$ cat config.mk
export PLATFORM = sky130hd
export DESIGN_NAME = mqf_core
export DESIGN_NICKNAME = d
export VERILOG_FILES = /design/src/mqf_pkg.sv /design/src/mqf_core.sv
export SDC_FILE = /design/constraint.sdc
export NUM_CORES = 2
export LEC_CHECK = 0
export BUFFER_PORTS_ARGS = -buffer_cell sky130_fd_sc_hd__buf_2
export CAP_MARGIN = 10
export CORE_UTILIZATION = 45
export DETAILED_ROUTE_END_ITERATION = 8
export HOLD_SLACK_MARGIN = 0.06
export PLACE_DENSITY = 0.58
export REMOVE_ABC_BUFFERS = 1
export SETUP_SLACK_MARGIN = 0.2
export SLEW_MARGIN = 20
export SYNTH_ARGS = -nofsm -noshare
export SYNTH_HDL_FRONTEND = slang
export SYNTH_SLANG_ARGS = --single-unit
$ cat constraint.sdc
create_clock -name i_clk -period 7.7 [get_ports i_clk]
set_clock_uncertainty 0.1 [all_clocks]
set_input_delay 0.385 -clock i_clk [delete_from_list [all_inputs] [get_ports i_clk]]
set_output_delay 0.385 -clock i_clk [all_outputs]
set_load 0.03 [all_outputs]
$ cat src/mqf_pkg.sv
`default_nettype none
package mqf_pkg;
	// ************************************************************
	// sizes and timing
	// ************************************************************
	localparam int QN = 32;
	localparam int QW = 5;
	localparam int PW = 4;
	localparam int CW = 5;
	localparam logic [CW-1:0] FULL_LEVEL = 5'h10;
	localparam logic [CW-1:0] AF_LEVEL_RST = 5'h0e;
	localparam logic [QW-1:0] SMALL_CFG_MAX = 5'h07;
	localparam logic FM_POLLED = 1'b1;
	// ************************************************************
	// apb register map
	// ************************************************************
	localparam logic [7:0] REG_CTRL = 8'h00;
	localparam logic [7:0] REG_AF_LEVEL = 8'h04;
	localparam logic [7:0] REG_FULL_MAP = 8'h08;
	localparam logic [7:0] REG_AF_MAP = 8'h0c;
	localparam logic [7:0] REG_MARKS = 8'h10;
	localparam logic [7:0] REG_QUEUES = 8'h14;
	localparam int CTRL_PKT_BIT = 0;
	localparam int CTRL_NQ_LSB = 8;
	localparam logic [QW-1:0] NQ_CFG_RST = 5'h1f;
	localparam logic CTRL_PKT_RST = 1'b0;
	// ************************************************************
	// types
	// ************************************************************
	typedef enum logic [1:0] {
		SW_IDLE = 2'b00,
		SW_QS0 = 2'b01,
		SW_QS1 = 2'b10,
		SW_QS2 = 2'b11
	} mqf_sw_t;
	typedef struct packed {
		logic en_n;
		logic sel_en;
		logic [QW-1:0] addr;
		logic sop;
		logic eop;
	} mqf_wr_t;
	typedef struct packed {
		logic en_n;
		logic sel_en;
		logic [QW-1:0] addr;
	} mqf_rd_t;
	typedef struct packed {
		logic valid;
		logic [QW-1:0] q;
		logic [PW-1:0] loc;
	} mqf_mark_t;
endpackage : mqf_pkg
`default_nettype wire

$ cat src/mqf_core.sv
// Summary of operation
// - marks are placed or removed only inside a queue switch sequence
// - packet mode keeps one marked location per port
// - packet mode lets writes resume from the marked location
// - write mark moves after end marker then a further valid write
// - read mark hops start-to-start as valid reads pass
// - plain mode write mark sits at queue start and never moves
// - plain mode read mark only at queue start, never moves
// - switch with select enable low in QS0 clears the mark, same queue or another
// - one marked queue per port; new mark replaces old
// - enable sampled at switch keeps or drops the existing mark
// - eight-bit almost-full bus reports eight queues at a time
// - nine or more queues share bus, direct or polled per reset strap
// - eight or fewer queues each own a dedicated bus bit
// - full state kept per queue; flag shows write-selected queue only
// - full flag shows new queue by fourth edge; writes allowed then
// - full flag changes only on rising clock edges
// - unselected queue full state still follows reads
// - select enable in QS0 marks the next queue, low means no mark
// - write switch with write idle returns a marked present queue to its mark, else leaves its pointer alone
// - read switch with read idle returns a marked present queue to its read mark, else leaves its read pointer alone
// - read switch takes four cycles, present queue readable only if read enabled at QS-1
`timescale 1ns/10ps
`default_nettype none
module mqf_core (
	input wire logic i_clk, // 100 MHz clock
	input wire logic i_rst_n, // sync reset, active low
	input wire logic i_psel, // apb select
	input wire logic i_penable, // apb enable
	input wire logic i_pwrite, // apb direction
	input wire logic [7:0] i_paddr, // apb byte address
	input wire logic [31:0] i_pwdata, // apb write data
	output logic [31:0] o_prdata, // apb read data
	output logic o_pready, // apb ready
	output logic o_pslverr, // apb error on unmapped
	input wire mqf_pkg::mqf_wr_t i_wr, // write port controls
	input wire mqf_pkg::mqf_rd_t i_rd, // read port controls
	input wire logic i_flag_bus_mode_sel, // flag bus mode strap
	output logic o_active_queue_full_n, // active write queue full
	output logic o_active_almost_full_n, // active write queue almost full
	output logic [7:0] o_almost_full_status_bus, // almost-full group, low active
	output logic [1:0] o_af_bus_group, // group shown on status bus
	output logic o_wr_accept, // write taken last cycle
	output logic o_rd_accept, // read taken last cycle
	output mqf_pkg::mqf_mark_t o_wr_mark, // write port mark
	output mqf_pkg::mqf_mark_t o_rd_mark // read port mark
);
	import mqf_pkg::*;
	function automatic logic [CW-1:0] mqf_back(input logic [PW-1:0] ptr, input logic [PW-1:0] loc);
		mqf_back = {1'b0, ptr - loc};
	endfunction : mqf_back

	// ************************************************************
	// apb slave
	// ************************************************************
	logic pkt_mode;
	logic [QW-1:0] nq_cfg;
	logic [CW-1:0] af_level;
	logic fm_mode;
	logic [QN-1:0] full;
	logic [QN-1:0] af;
	logic [QN-1:0] empty;
	mqf_sw_t wsw;
	mqf_sw_t rsw;
	logic [QW-1:0] wcur;
	logic [QW-1:0] wnq;
	logic [QW-1:0] rcur;
	logic [QW-1:0] rnq;
	logic wkeep;
	logic rkeep;
	mqf_mark_t wmark;
	mqf_mark_t rmark;
	logic setup;
	logic apb_wr;
	logic mapped;
	logic [31:0] next_prdata;

	assign setup = i_psel && !i_penable;
	assign apb_wr = i_psel && i_penable && o_pready && i_pwrite;

	always_comb begin
		mapped = 1'b1;
		next_prdata = 32'h0;
		case (i_paddr)
			REG_CTRL: next_prdata = {19'h0, nq_cfg, 7'h0, pkt_mode};
			REG_AF_LEVEL: next_prdata = {27'h0, af_level};
			REG_FULL_MAP: next_prdata = full;
			REG_AF_MAP: next_prdata = af;
			REG_MARKS: next_prdata = {12'h0, rmark, wmark};
			REG_QUEUES: next_prdata = {16'h0, rsw, 1'b0, rcur, wsw, 1'b0, wcur};
			default: mapped = 1'b0;
		endcase
	end

	always_ff @(posedge i_clk) begin
		if (!i_rst_n) begin
			o_pready <= 1'b0;
			o_prdata <= 32'h0;
			o_pslverr <= 1'b0;
		end else begin
			o_pready <= setup;
			o_prdata <= setup ? next_prdata : 32'h0;
			o_pslverr <= setup && !mapped;
		end
	end

	// strap is caught while reset is held, then frozen
	always_ff @(posedge i_clk) begin
		if (!i_rst_n) begin
			pkt_mode <= CTRL_PKT_RST;
			nq_cfg <= NQ_CFG_RST;
			af_level <= AF_LEVEL_RST;
			fm_mode <= i_flag_bus_mode_sel;
		end else if (apb_wr && i_paddr == REG_CTRL) begin
			pkt_mode <= i_pwdata[CTRL_PKT_BIT];
			nq_cfg <= i_pwdata[CTRL_NQ_LSB +: QW];
		end else if (apb_wr && i_paddr == REG_AF_LEVEL) begin
			af_level <= i_pwdata[CW-1:0];
		end
	end

	// ************************************************************
	// queue switch sequencers
	// ************************************************************
	logic wsel_now;
	logic rsel_now;
	logic wr_do;
	logic rd_do;
	logic wrewind;
	logic rrewind;

	assign wsel_now = (wsw == SW_IDLE) && i_wr.sel_en;
	assign rsel_now = (rsw == SW_IDLE) && i_rd.sel_en;
	// during QS0-QS2 the present queue moves only if enabled at QS-1
	assign wr_do = !i_wr.en_n && !full[wcur] && (wsw == SW_IDLE || wkeep);
	assign rd_do = !i_rd.en_n && !empty[rcur] && (rsw == SW_IDLE || rkeep);
	// idle enable at QS-1 returns the present queue to its mark
	assign wrewind = wsel_now && i_wr.en_n && wmark.valid && wmark.q == wcur;
	assign rrewind = rsel_now && i_rd.en_n && rmark.valid && rmark.q == rcur;

	always_ff @(posedge i_clk) begin
		if (!i_rst_n) begin
			wsw <= SW_IDLE;
			wcur <= '0;
			wnq <= '0;
			wkeep <= 1'b0;
		end else begin
			case (wsw)
				SW_IDLE: begin
					if (i_wr.sel_en) begin
						wsw <= SW_QS0;
						wnq <= i_wr.addr;
						wkeep <= !i_wr.en_n;
					end
				end
				SW_QS0: wsw <= SW_QS1;
				SW_QS1: wsw <= SW_QS2;
				SW_QS2: begin
					wsw <= SW_IDLE;
					wcur <= wnq;
				end
				default: wsw <= SW_IDLE;
			endcase
		end
	end

	always_ff @(posedge i_clk) begin
		if (!i_rst_n) begin
			rsw <= SW_IDLE;
			rcur <= '0;
			rnq <= '0;
			rkeep <= 1'b0;
		end else begin
			case (rsw)
				SW_IDLE: begin
					if (i_rd.sel_en) begin
						rsw <= SW_QS0;
						rnq <= i_rd.addr;
						rkeep <= !i_rd.en_n;
					end
				end
				SW_QS0: rsw <= SW_QS1;
				SW_QS1: rsw <= SW_QS2;
				SW_QS2: begin
					rsw <= SW_IDLE;
					rcur <= rnq;
				end
				default: rsw <= SW_IDLE;
			endcase
		end
	end

	// ************************************************************
	// per-queue pointers and occupancy
	// ************************************************************
	logic [CW-1:0] cnt [QN];
	logic [PW-1:0] wptr [QN];
	logic [PW-1:0] rptr [QN];
	logic [QN-1:0] sop_mem [1 << PW];

	for (genvar gq = 0; gq < QN; gq++) begin : g_q
		localparam logic [QW-1:0] QID = QW'(gq);
		logic wh;
		logic rh;
		logic wb;
		logic rb;
		assign wh = wr_do && wcur == QID;
		assign rh = rd_do && rcur == QID;
		assign wb = wrewind && wcur == QID;
		assign rb = rrewind && rcur == QID;
		always_ff @(posedge i_clk) begin
			if (!i_rst_n) begin
				cnt[gq] <= '0;
				wptr[gq] <= '0;
				rptr[gq] <= '0;
			end else begin
				if (wb)
					wptr[gq] <= wmark.loc;
				else if (wh)
					wptr[gq] <= wptr[gq] + 4'h1;
				if (rb)
					rptr[gq] <= rmark.loc;
				else if (rh)
					rptr[gq] <= rptr[gq] + 4'h1;
				// reads drain any queue, selected for writing or not
				cnt[gq] <= cnt[gq] + {4'h0, wh} - {4'h0, rh}
					- (wb ? mqf_back(wptr[gq], wmark.loc) : 5'h0)
					+ (rb ? mqf_back(rptr[gq], rmark.loc) : 5'h0);
			end
		end
		assign full[gq] = cnt[gq] == FULL_LEVEL;
		assign empty[gq] = cnt[gq] == 5'h0;
		assign af[gq] = cnt[gq] >= af_level;
	end

	always_ff @(posedge i_clk) begin
		if (wr_do)
			sop_mem[wptr[wcur]][wcur] <= i_wr.sop;
	end

	// ************************************************************
	// marks
	// ************************************************************
	logic weop_pend;
	logic [PW-1:0] rnext;
	assign rnext = rptr[rcur] + 4'h1;

	// limitation: a rewrite after reads passed the mark is not guarded
	always_ff @(posedge i_clk) begin
		if (!i_rst_n) begin
			wmark <= '0;
			weop_pend <= 1'b0;
		end else if (wsw == SW_QS0) begin
			// one mark per port; select enable here decides it
			wmark.valid <= i_wr.sel_en;
			wmark.q <= wnq;
			wmark.loc <= pkt_mode ? wptr[wnq] : rptr[wnq];
			weop_pend <= 1'b0;
		end else if (wsel_now && !i_wr.en_n) begin
			wmark.valid <= 1'b0;
		end else if (pkt_mode && wmark.valid && wr_do && wcur == wmark.q) begin
			if (weop_pend)
				wmark.loc <= wptr[wcur];
			weop_pend <= i_wr.eop;
		end
	end

	always_ff @(posedge i_clk) begin
		if (!i_rst_n) begin
			rmark <= '0;
		end else if (rsw == SW_QS0) begin
			rmark.valid <= i_rd.sel_en;
			rmark.q <= rnq;
			rmark.loc <= rptr[rnq];
		end else if (rsel_now && !i_rd.en_n) begin
			rmark.valid <= 1'b0;
		end else if (pkt_mode && rmark.valid && rd_do && rcur == rmark.q
			&& sop_mem[rnext][rcur]) begin
			rmark.loc <= rnext;
		end
	end

	// ************************************************************
	// flags and status outputs
	// ************************************************************
	logic [QW-1:0] fq;
	logic [1:0] grp;
	logic [1:0] poll;
	assign fq = (wsw == SW_QS2) ? wnq : wcur;

	always_ff @(posedge i_clk) begin
		if (!i_rst_n) begin
			o_active_queue_full_n <= 1'b1;
			o_active_almost_full_n <= 1'b1;
		end else begin
			o_active_queue_full_n <= !full[fq];
			o_active_almost_full_n <= !af[fq];
		end
	end

	always_comb begin
		if (nq_cfg <= SMALL_CFG_MAX)
			grp = 2'h0;
		else if (fm_mode == FM_POLLED)
			grp = poll;
		else
			grp = wcur[QW-1:QW-2];
	end

	always_ff @(posedge i_clk) begin
		if (!i_rst_n) begin
			poll <= 2'h0;
			o_almost_full_status_bus <= 8'hff;
			o_af_bus_group <= 2'h0;
		end else begin
			poll <= (poll == nq_cfg[QW-1:QW-2]) ? 2'h0 : poll + 2'h1;
			o_almost_full_status_bus <= ~af[{grp, 3'h0} +: 8];
			o_af_bus_group <= grp;
		end
	end

	always_ff @(posedge i_clk) begin
		if (!i_rst_n) begin
			o_wr_accept <= 1'b0;
			o_rd_accept <= 1'b0;
			o_wr_mark <= '0;
			o_rd_mark <= '0;
		end else begin
			o_wr_accept <= wr_do;
			o_rd_accept <= rd_do;
			o_wr_mark <= wmark;
			o_rd_mark <= rmark;
		end
	end
endmodule : mqf_core
`default_nettype wire

After elaboration in Yosys (flattened, before gate mapping)
Memories as Yosys holds them, arrays and structs flattened. A register that Yosys moved wholly into a read port is not among the register bits.
Index checks and enable logic that the tools add are counted.
Widths: inputs -> output; s select.
{"block": "op_classes", "reduce_logical": 219, "div_mod_pow": 0, "n_eq_ne": 114, "mul": 0, "bitwise_logic": 164, "magnitude_cmp": 37, "shift": 1, "mux": 718, "add_sub_neg": 258}
{"operator": "$mux 4", "n": 200}
{"operator": "$mux 1", "n": 462}
{"operator": "$eq 5x5->1 const B", "n": 64}
{"operator": "$add 4x1->4 const B", "n": 65}
{"operator": "$sub 4x4->4", "n": 64}
{"operator": "$mux 5", "n": 42}
{"operator": "$pmux 32 s6", "n": 1}
{"operator": "$logic_not 5->1", "n": 34}
{"operator": "$add 5x1->5", "n": 32}
{"operator": "$add 5x4->5", "n": 32}
{"operator": "$ge 5x5->1", "n": 32}
{"operator": "$or 1x1->1", "n": 160}
{"operator": "$sub 5x1->5", "n": 32}
{"operator": "$sub 5x4->5", "n": 32}
{"operator": "$logic_and 1x1->1", "n": 157}
{"operator": "$eq 5x4->1 const B", "n": 16}
{"operator": "$eq 5x3->1 const B", "n": 8}
{"operator": "$mux 32", "n": 1}
{"operator": "$shiftx 32x6->8", "n": 1}
{"operator": "$bmux 1 s5", "n": 5}
{"operator": "$eq 5x2->1 const B", "n": 4}
{"operator": "$eq 5x5->1", "n": 4}
{"operator": "$lt 5x6->1 const B", "n": 3}
{"operator": "$eq 8x4->1 const B", "n": 2}
{"operator": "24 further kinds", "n": 58}
{"block": "totals", "latchBits": 0, "ramBits": 928, "output_inout_bits": 68, "in_bits": 62, "word_cells": 1550, "regBits": 129, "mem_bits_ro": 0, "n_memories": 4}
{"name": "sop_mem", "words": 16, "width": 32, "read_ports": 1, "rd_ports_with_merged_regs": 0, "wr": 1, "line": "mqf_core.sv:199", "source": "logic [QN-1:0] sop_mem [1 << PW];"}
{"name": "cnt", "words": 32, "width": 5, "read_ports": 32, "rd_ports_with_merged_regs": 0, "wr": 32, "line": "mqf_core.sv:196", "source": "logic [CW-1:0] cnt [QN];"}
{"name": "rptr", "words": 32, "width": 4, "read_ports": 35, "rd_ports_with_merged_regs": 3, "wr": 32, "line": "mqf_core.sv:198", "source": "logic [PW-1:0] rptr [QN];"}
{"name": "wptr", "words": 32, "width": 4, "read_ports": 34, "rd_ports_with_merged_regs": 2, "wr": 32, "line": "mqf_core.sv:197", "source": "logic [PW-1:0] wptr [QN];"}

Logic depth before layout (Yosys ltp)
{"block": "logic_depth", "word_depth": 12, "depth_mapped": 29}

Worst setup path before layout
OpenSTA, ideal clock, no wires.
{"block": "synth_path", "path_type": "register -> register", "startpoint": "register wcur[0]", "endpoint": "memory cnt[11][4], in the netlist cnt[0][59]", "synth_period_minus_slack_ps": 5588, "stages_incl_launch_ff": 21, "arrival_time_ps": 5360, "path_slack_ps": 2112, "path_cell_list": "dfxtp_1 -> clkbuf_1 -> buf_1 -> mux4_2 -> mux4_2 -> mux2i_1 -> nor3_1 -> and3_1 -> clkbuf_1 -> clkbuf_1 -> nand2_1 -> clkbuf_1 -> fa_1 -> fa_1 -> inv_1 -> fa_1 -> fa_1 -> a21o_1 -> a21oi_1 -> xnor2_1 -> nor2_1"}
{"element": "start, declared", "line": "mqf_core.sv:65", "source": "logic [QW-1:0] wcur;"}
{"element": "start signal, assigned", "line": "mqf_core.sv:160", "source": "wcur <= wnq;"}
{"element": "end, declared", "line": "mqf_core.sv:196"}

==> results.yml <==
setup_path:
  setup.worst_path.class: "register to register"
  critical_path_fanout_max: 18
  worstPathBufferInverterCount: 4
  path_cells: "nor4_1 > nand2_1 > mux4_2 > mux4_2 > mux2i_1 > nor3_1 > buf_4 > nor3b_2 > buf_4 > nand2_1 > buf_4 > fa_1 > fa_1 > inv_1 > fa_1 > fa_1 > a21o_1 > a21oi_1 > xnor2_1 > nor2_1"
  critPathRequiredTime_ps: 8220
  worst_setup_path_start_kind: "register"
  end_kind: "register"
  critical_path_arrival_ps: 7000
  crit_top_cell: "sky130_fd_sc_hd__fa_1"
  cpLargestDelayFamily: "adder cells"
  critical-path-max-stage-delay_ps: 810
  timing.critical_path.slowest_stage_cell: "sky130_fd_sc_hd__nor4_1"
floorplanning:
  design.die.area_sq_um: 165000
  floorplan.core_area_sq_um: 161300
  die_width_um: 406.2
  std_cell_rows: 147
  die_height_um: 406.2
  boundaryPins: 130
  initial_core_util: 0.4558
sta:
  final-hold-violation-count: 0
  maxSlewViolCount: 0
  final.min_clock_period_ps: 6478
  fmax_mhz: 154.4
  worst_slew_margin_relative_to_its_limit: 0.2070
  worstMarginPinSlew_ps: 1185
  rsz0062_at_grt: "false"
  setup_viol: 0
  period_share: 0.8414
placed_design:
  gp_congestion: 0.9675
  portBuffers: 107
  dpl-instance-area_sq_um: 76610
  place_hpwl_um: 173100
  dpl.cell_count: 8967
drt:
  ant_nets: 0
  vias: 54760
  vias_per_cell: 5.925
  drt_first_iter_violations: 5981
  detailedRoute.firstPassIterationCount: 8
  wirelength_um: 245500
  drt-wirelength-per-cell_um: 26.56
  drc: 0
clock_network:
  cts_resized: 0
  htreeDepth: 4
  clk-insertion-delay-late_ps: 800
  tritoncts.num_buffers: 130
  clock_tree_from_tritoncts: "built"
  maximum_buffer_depth_of_the_clock_tree: 3
  cts_root_buffer: "sky130_fd_sc_hd__clkbuf_16"
  clkSlewWorstSetupHoldPaths_ps: 60
  numClockSinks: 1072
global_routing:
  gr-total-overflow: 0
  global_route_wire_length_before_repair_um: 354700
  vias_in_the_first_global_route: 52010
  grt_max_degree: 241
  track_usage: 0.2964
  grt_antenna_before_repair: 7
final_layout:
  seqCellArea_sq_um: 29190
  layout.cells.non_filler: 9243
  mostFrequentLayoutCells: "1080 x sky130_fd_sc_hd__nor2_1, 769 x sky130_fd_sc_hd__edfxtp_1, 617 x sky130_fd_sc_hd__ha_1"
  layout_commonest_cell: "sky130_fd_sc_hd__nor2_1"
  utilization: 0.5038
  fin_nets: 7910
  layout-area-overhead-vs-synth_pct: 10.53
  finalInstanceArea_sq_um: 81260
  multi_input_area_sq_um: 40540
  filler_cell_count: 14580
  drive_above_1_share: 0.1192
flow_run:
  maxCapViolCount: 0
logic_synthesis:
  postSynthAreaPerCell_sq_um: 10.68
  synth-main-ff-cell: "sky130_fd_sc_hd__edfxtp_1"
  synth_area_leaders: "sky130_fd_sc_hd__edfxtp_1 31%, sky130_fd_sc_hd__ha_1 11%, sky130_fd_sc_hd__dfxtp_1 8.3%"
  synthArstFlopShare: 0
  netlist.area_leader.share: 0.3141
  synth_sequential_area_ratio: 0.3966
  yosysWarnings: 0
  post_synth_top_area_cell: "sky130_fd_sc_hd__edfxtp_1"
  syn_inst: 6881
  post_synth_instance_area_sq_um: 73520
  synth.distinct_cells: 81
  number_of_flip_flops_and_latches_in_the_synthesized_netlist: 1072
  synth_enable_flop_cells: 769
power_and_ir_drop:
  ir_worst_vdd_v: 0.0002526
  static-leakage-power_nw: 30.55
  pnr_total_power_w: 0.01943
  pwr_density_cell_nw_per_um2: 239.1
status:
  run_status: "completed"
min_path:
  path_class_of_the_lowest_slack_min_delay_path: "primary input to register"
==> kinds of logic (layout without fill, tap and decap cells) <==
logic type,after synthesis,count (layout),synth area share
compound gates,919,919,0.08355
fa+ha+maj,874,874,0.1749
flops,1072,1072,0.3966
mux,456,456,0.1064
xor+xnor,495,495,0.05974
buf+inv,954,1153,0.05409
other cells,0,3,0
simple gates,2111,2111,0.1247
==> worst register-to-register path, delay by kind of cell (launching register included) <==
family,cells,cell delay (ps)
AO/OA/AOI/OAI,2,380
multiplexers,3,1180
buffers and inverters,4,800
flip-flops,1,360
XOR/XNOR,1,140
adder cells (fa/ha/maj),4,1850
AND/OR/NAND/NOR,6,1540
==> cells in the mapped netlist (74+ instances only) <==
cell type	instances
sky130_fd_sc_hd__clkbuf_1	271
sky130_fd_sc_hd__a21o_1	144
sky130_fd_sc_hd__fa_1	256
sky130_fd_sc_hd__xor2_1	186
sky130_fd_sc_hd__inv_1	591
sky130_fd_sc_hd__dfxtp_1	303
sky130_fd_sc_hd__edfxtp_1	769
sky130_fd_sc_hd__o22ai_1	124
sky130_fd_sc_hd__mux2i_1	186
sky130_fd_sc_hd__nand2_1	445
sky130_fd_sc_hd__o21ai_0	80
sky130_fd_sc_hd__a21oi_1	262
sky130_fd_sc_hd__xnor2_1	306
sky130_fd_sc_hd__a22oi_1	131
sky130_fd_sc_hd__nand2b_1	74
sky130_fd_sc_hd__nor2_1	1082
sky130_fd_sc_hd__nand3_1	204
sky130_fd_sc_hd__mux4_2	254
sky130_fd_sc_hd__ha_1	618
==> where the power goes <==
part	switching (W)	internal (W)
logic	0.00398	0.00253
clock network	0.00263	0.00358
registers	0.000367	0.00634
total	0.00698	0.0125
==> final cells by class <==
class | count | area share
Sequential cell | 1072 | 0.3592
Clock inverter | 63 | 0.008191
Timing Repair Buffer | 322 | 0.02819
Inverter | 593 | 0.02758
Antenna cell | 3 | 0.00009238
Clock buffer | 175 | 0.04464
Tap cell | 2160 | 0.03326
Multi-Input combinational cell | 4855 | 0.4989
==> registers in the layout, summed over array words and instances, names as in the netlist, 5 cells and up, named ones only <==
signal	flops
nq_cfg	5
sop_mem	512
rcur	5
wptr	128
af_level	5
rmark	10
wmark	10
wcur	5
o_wr_mark	10
wnq	5
cnt	160
o_rd_mark	10
o_prdata	32
o_almost_full_status_bus	8
rptr	128
rnq	5
==> through the flow <==
step | hold slack (ps) | TNS, ps | worst slack, ps
after floorplan | 339.0 | -7418 | -1856
after global placement | 355.8 | 0 | 1357
after detailed placement | 364.5 | 0 | 1306
after CTS | 86.29 | 0 | 1283
after global routing | 109.3 | 0 | 999.6
final | 81.28 | 0 | 1222
==> what timing repair did <==
action,in CTS,in global routing
hold buffers,35,0
setup buffers,0,0
hold endpoints to repair,56,0
==> metal layers <==
layer,part of all wire,GRT usage
met4,0.048,0.1301
met2,0.45,0.4569
met5,0.000081,0
met3,0.092,0.05663
met1,0.41,0.4057
==> worst paths after layout <==
kind | cells after the start | slack [ps] | from | endpoint
max | 20 | 1220 | cnt[0][51] | cnt[0][24]
min | 1 | 80 | i_wr[1] | sop_mem[4][1]
max reg2reg | 20 | 1220 | cnt[0][51] | cnt[0][24]
min reg2reg | 2 | 390 | nq_cfg[1] | nq_cfg[1]
No activity file was read; power rests on OpenSTA's default activity.
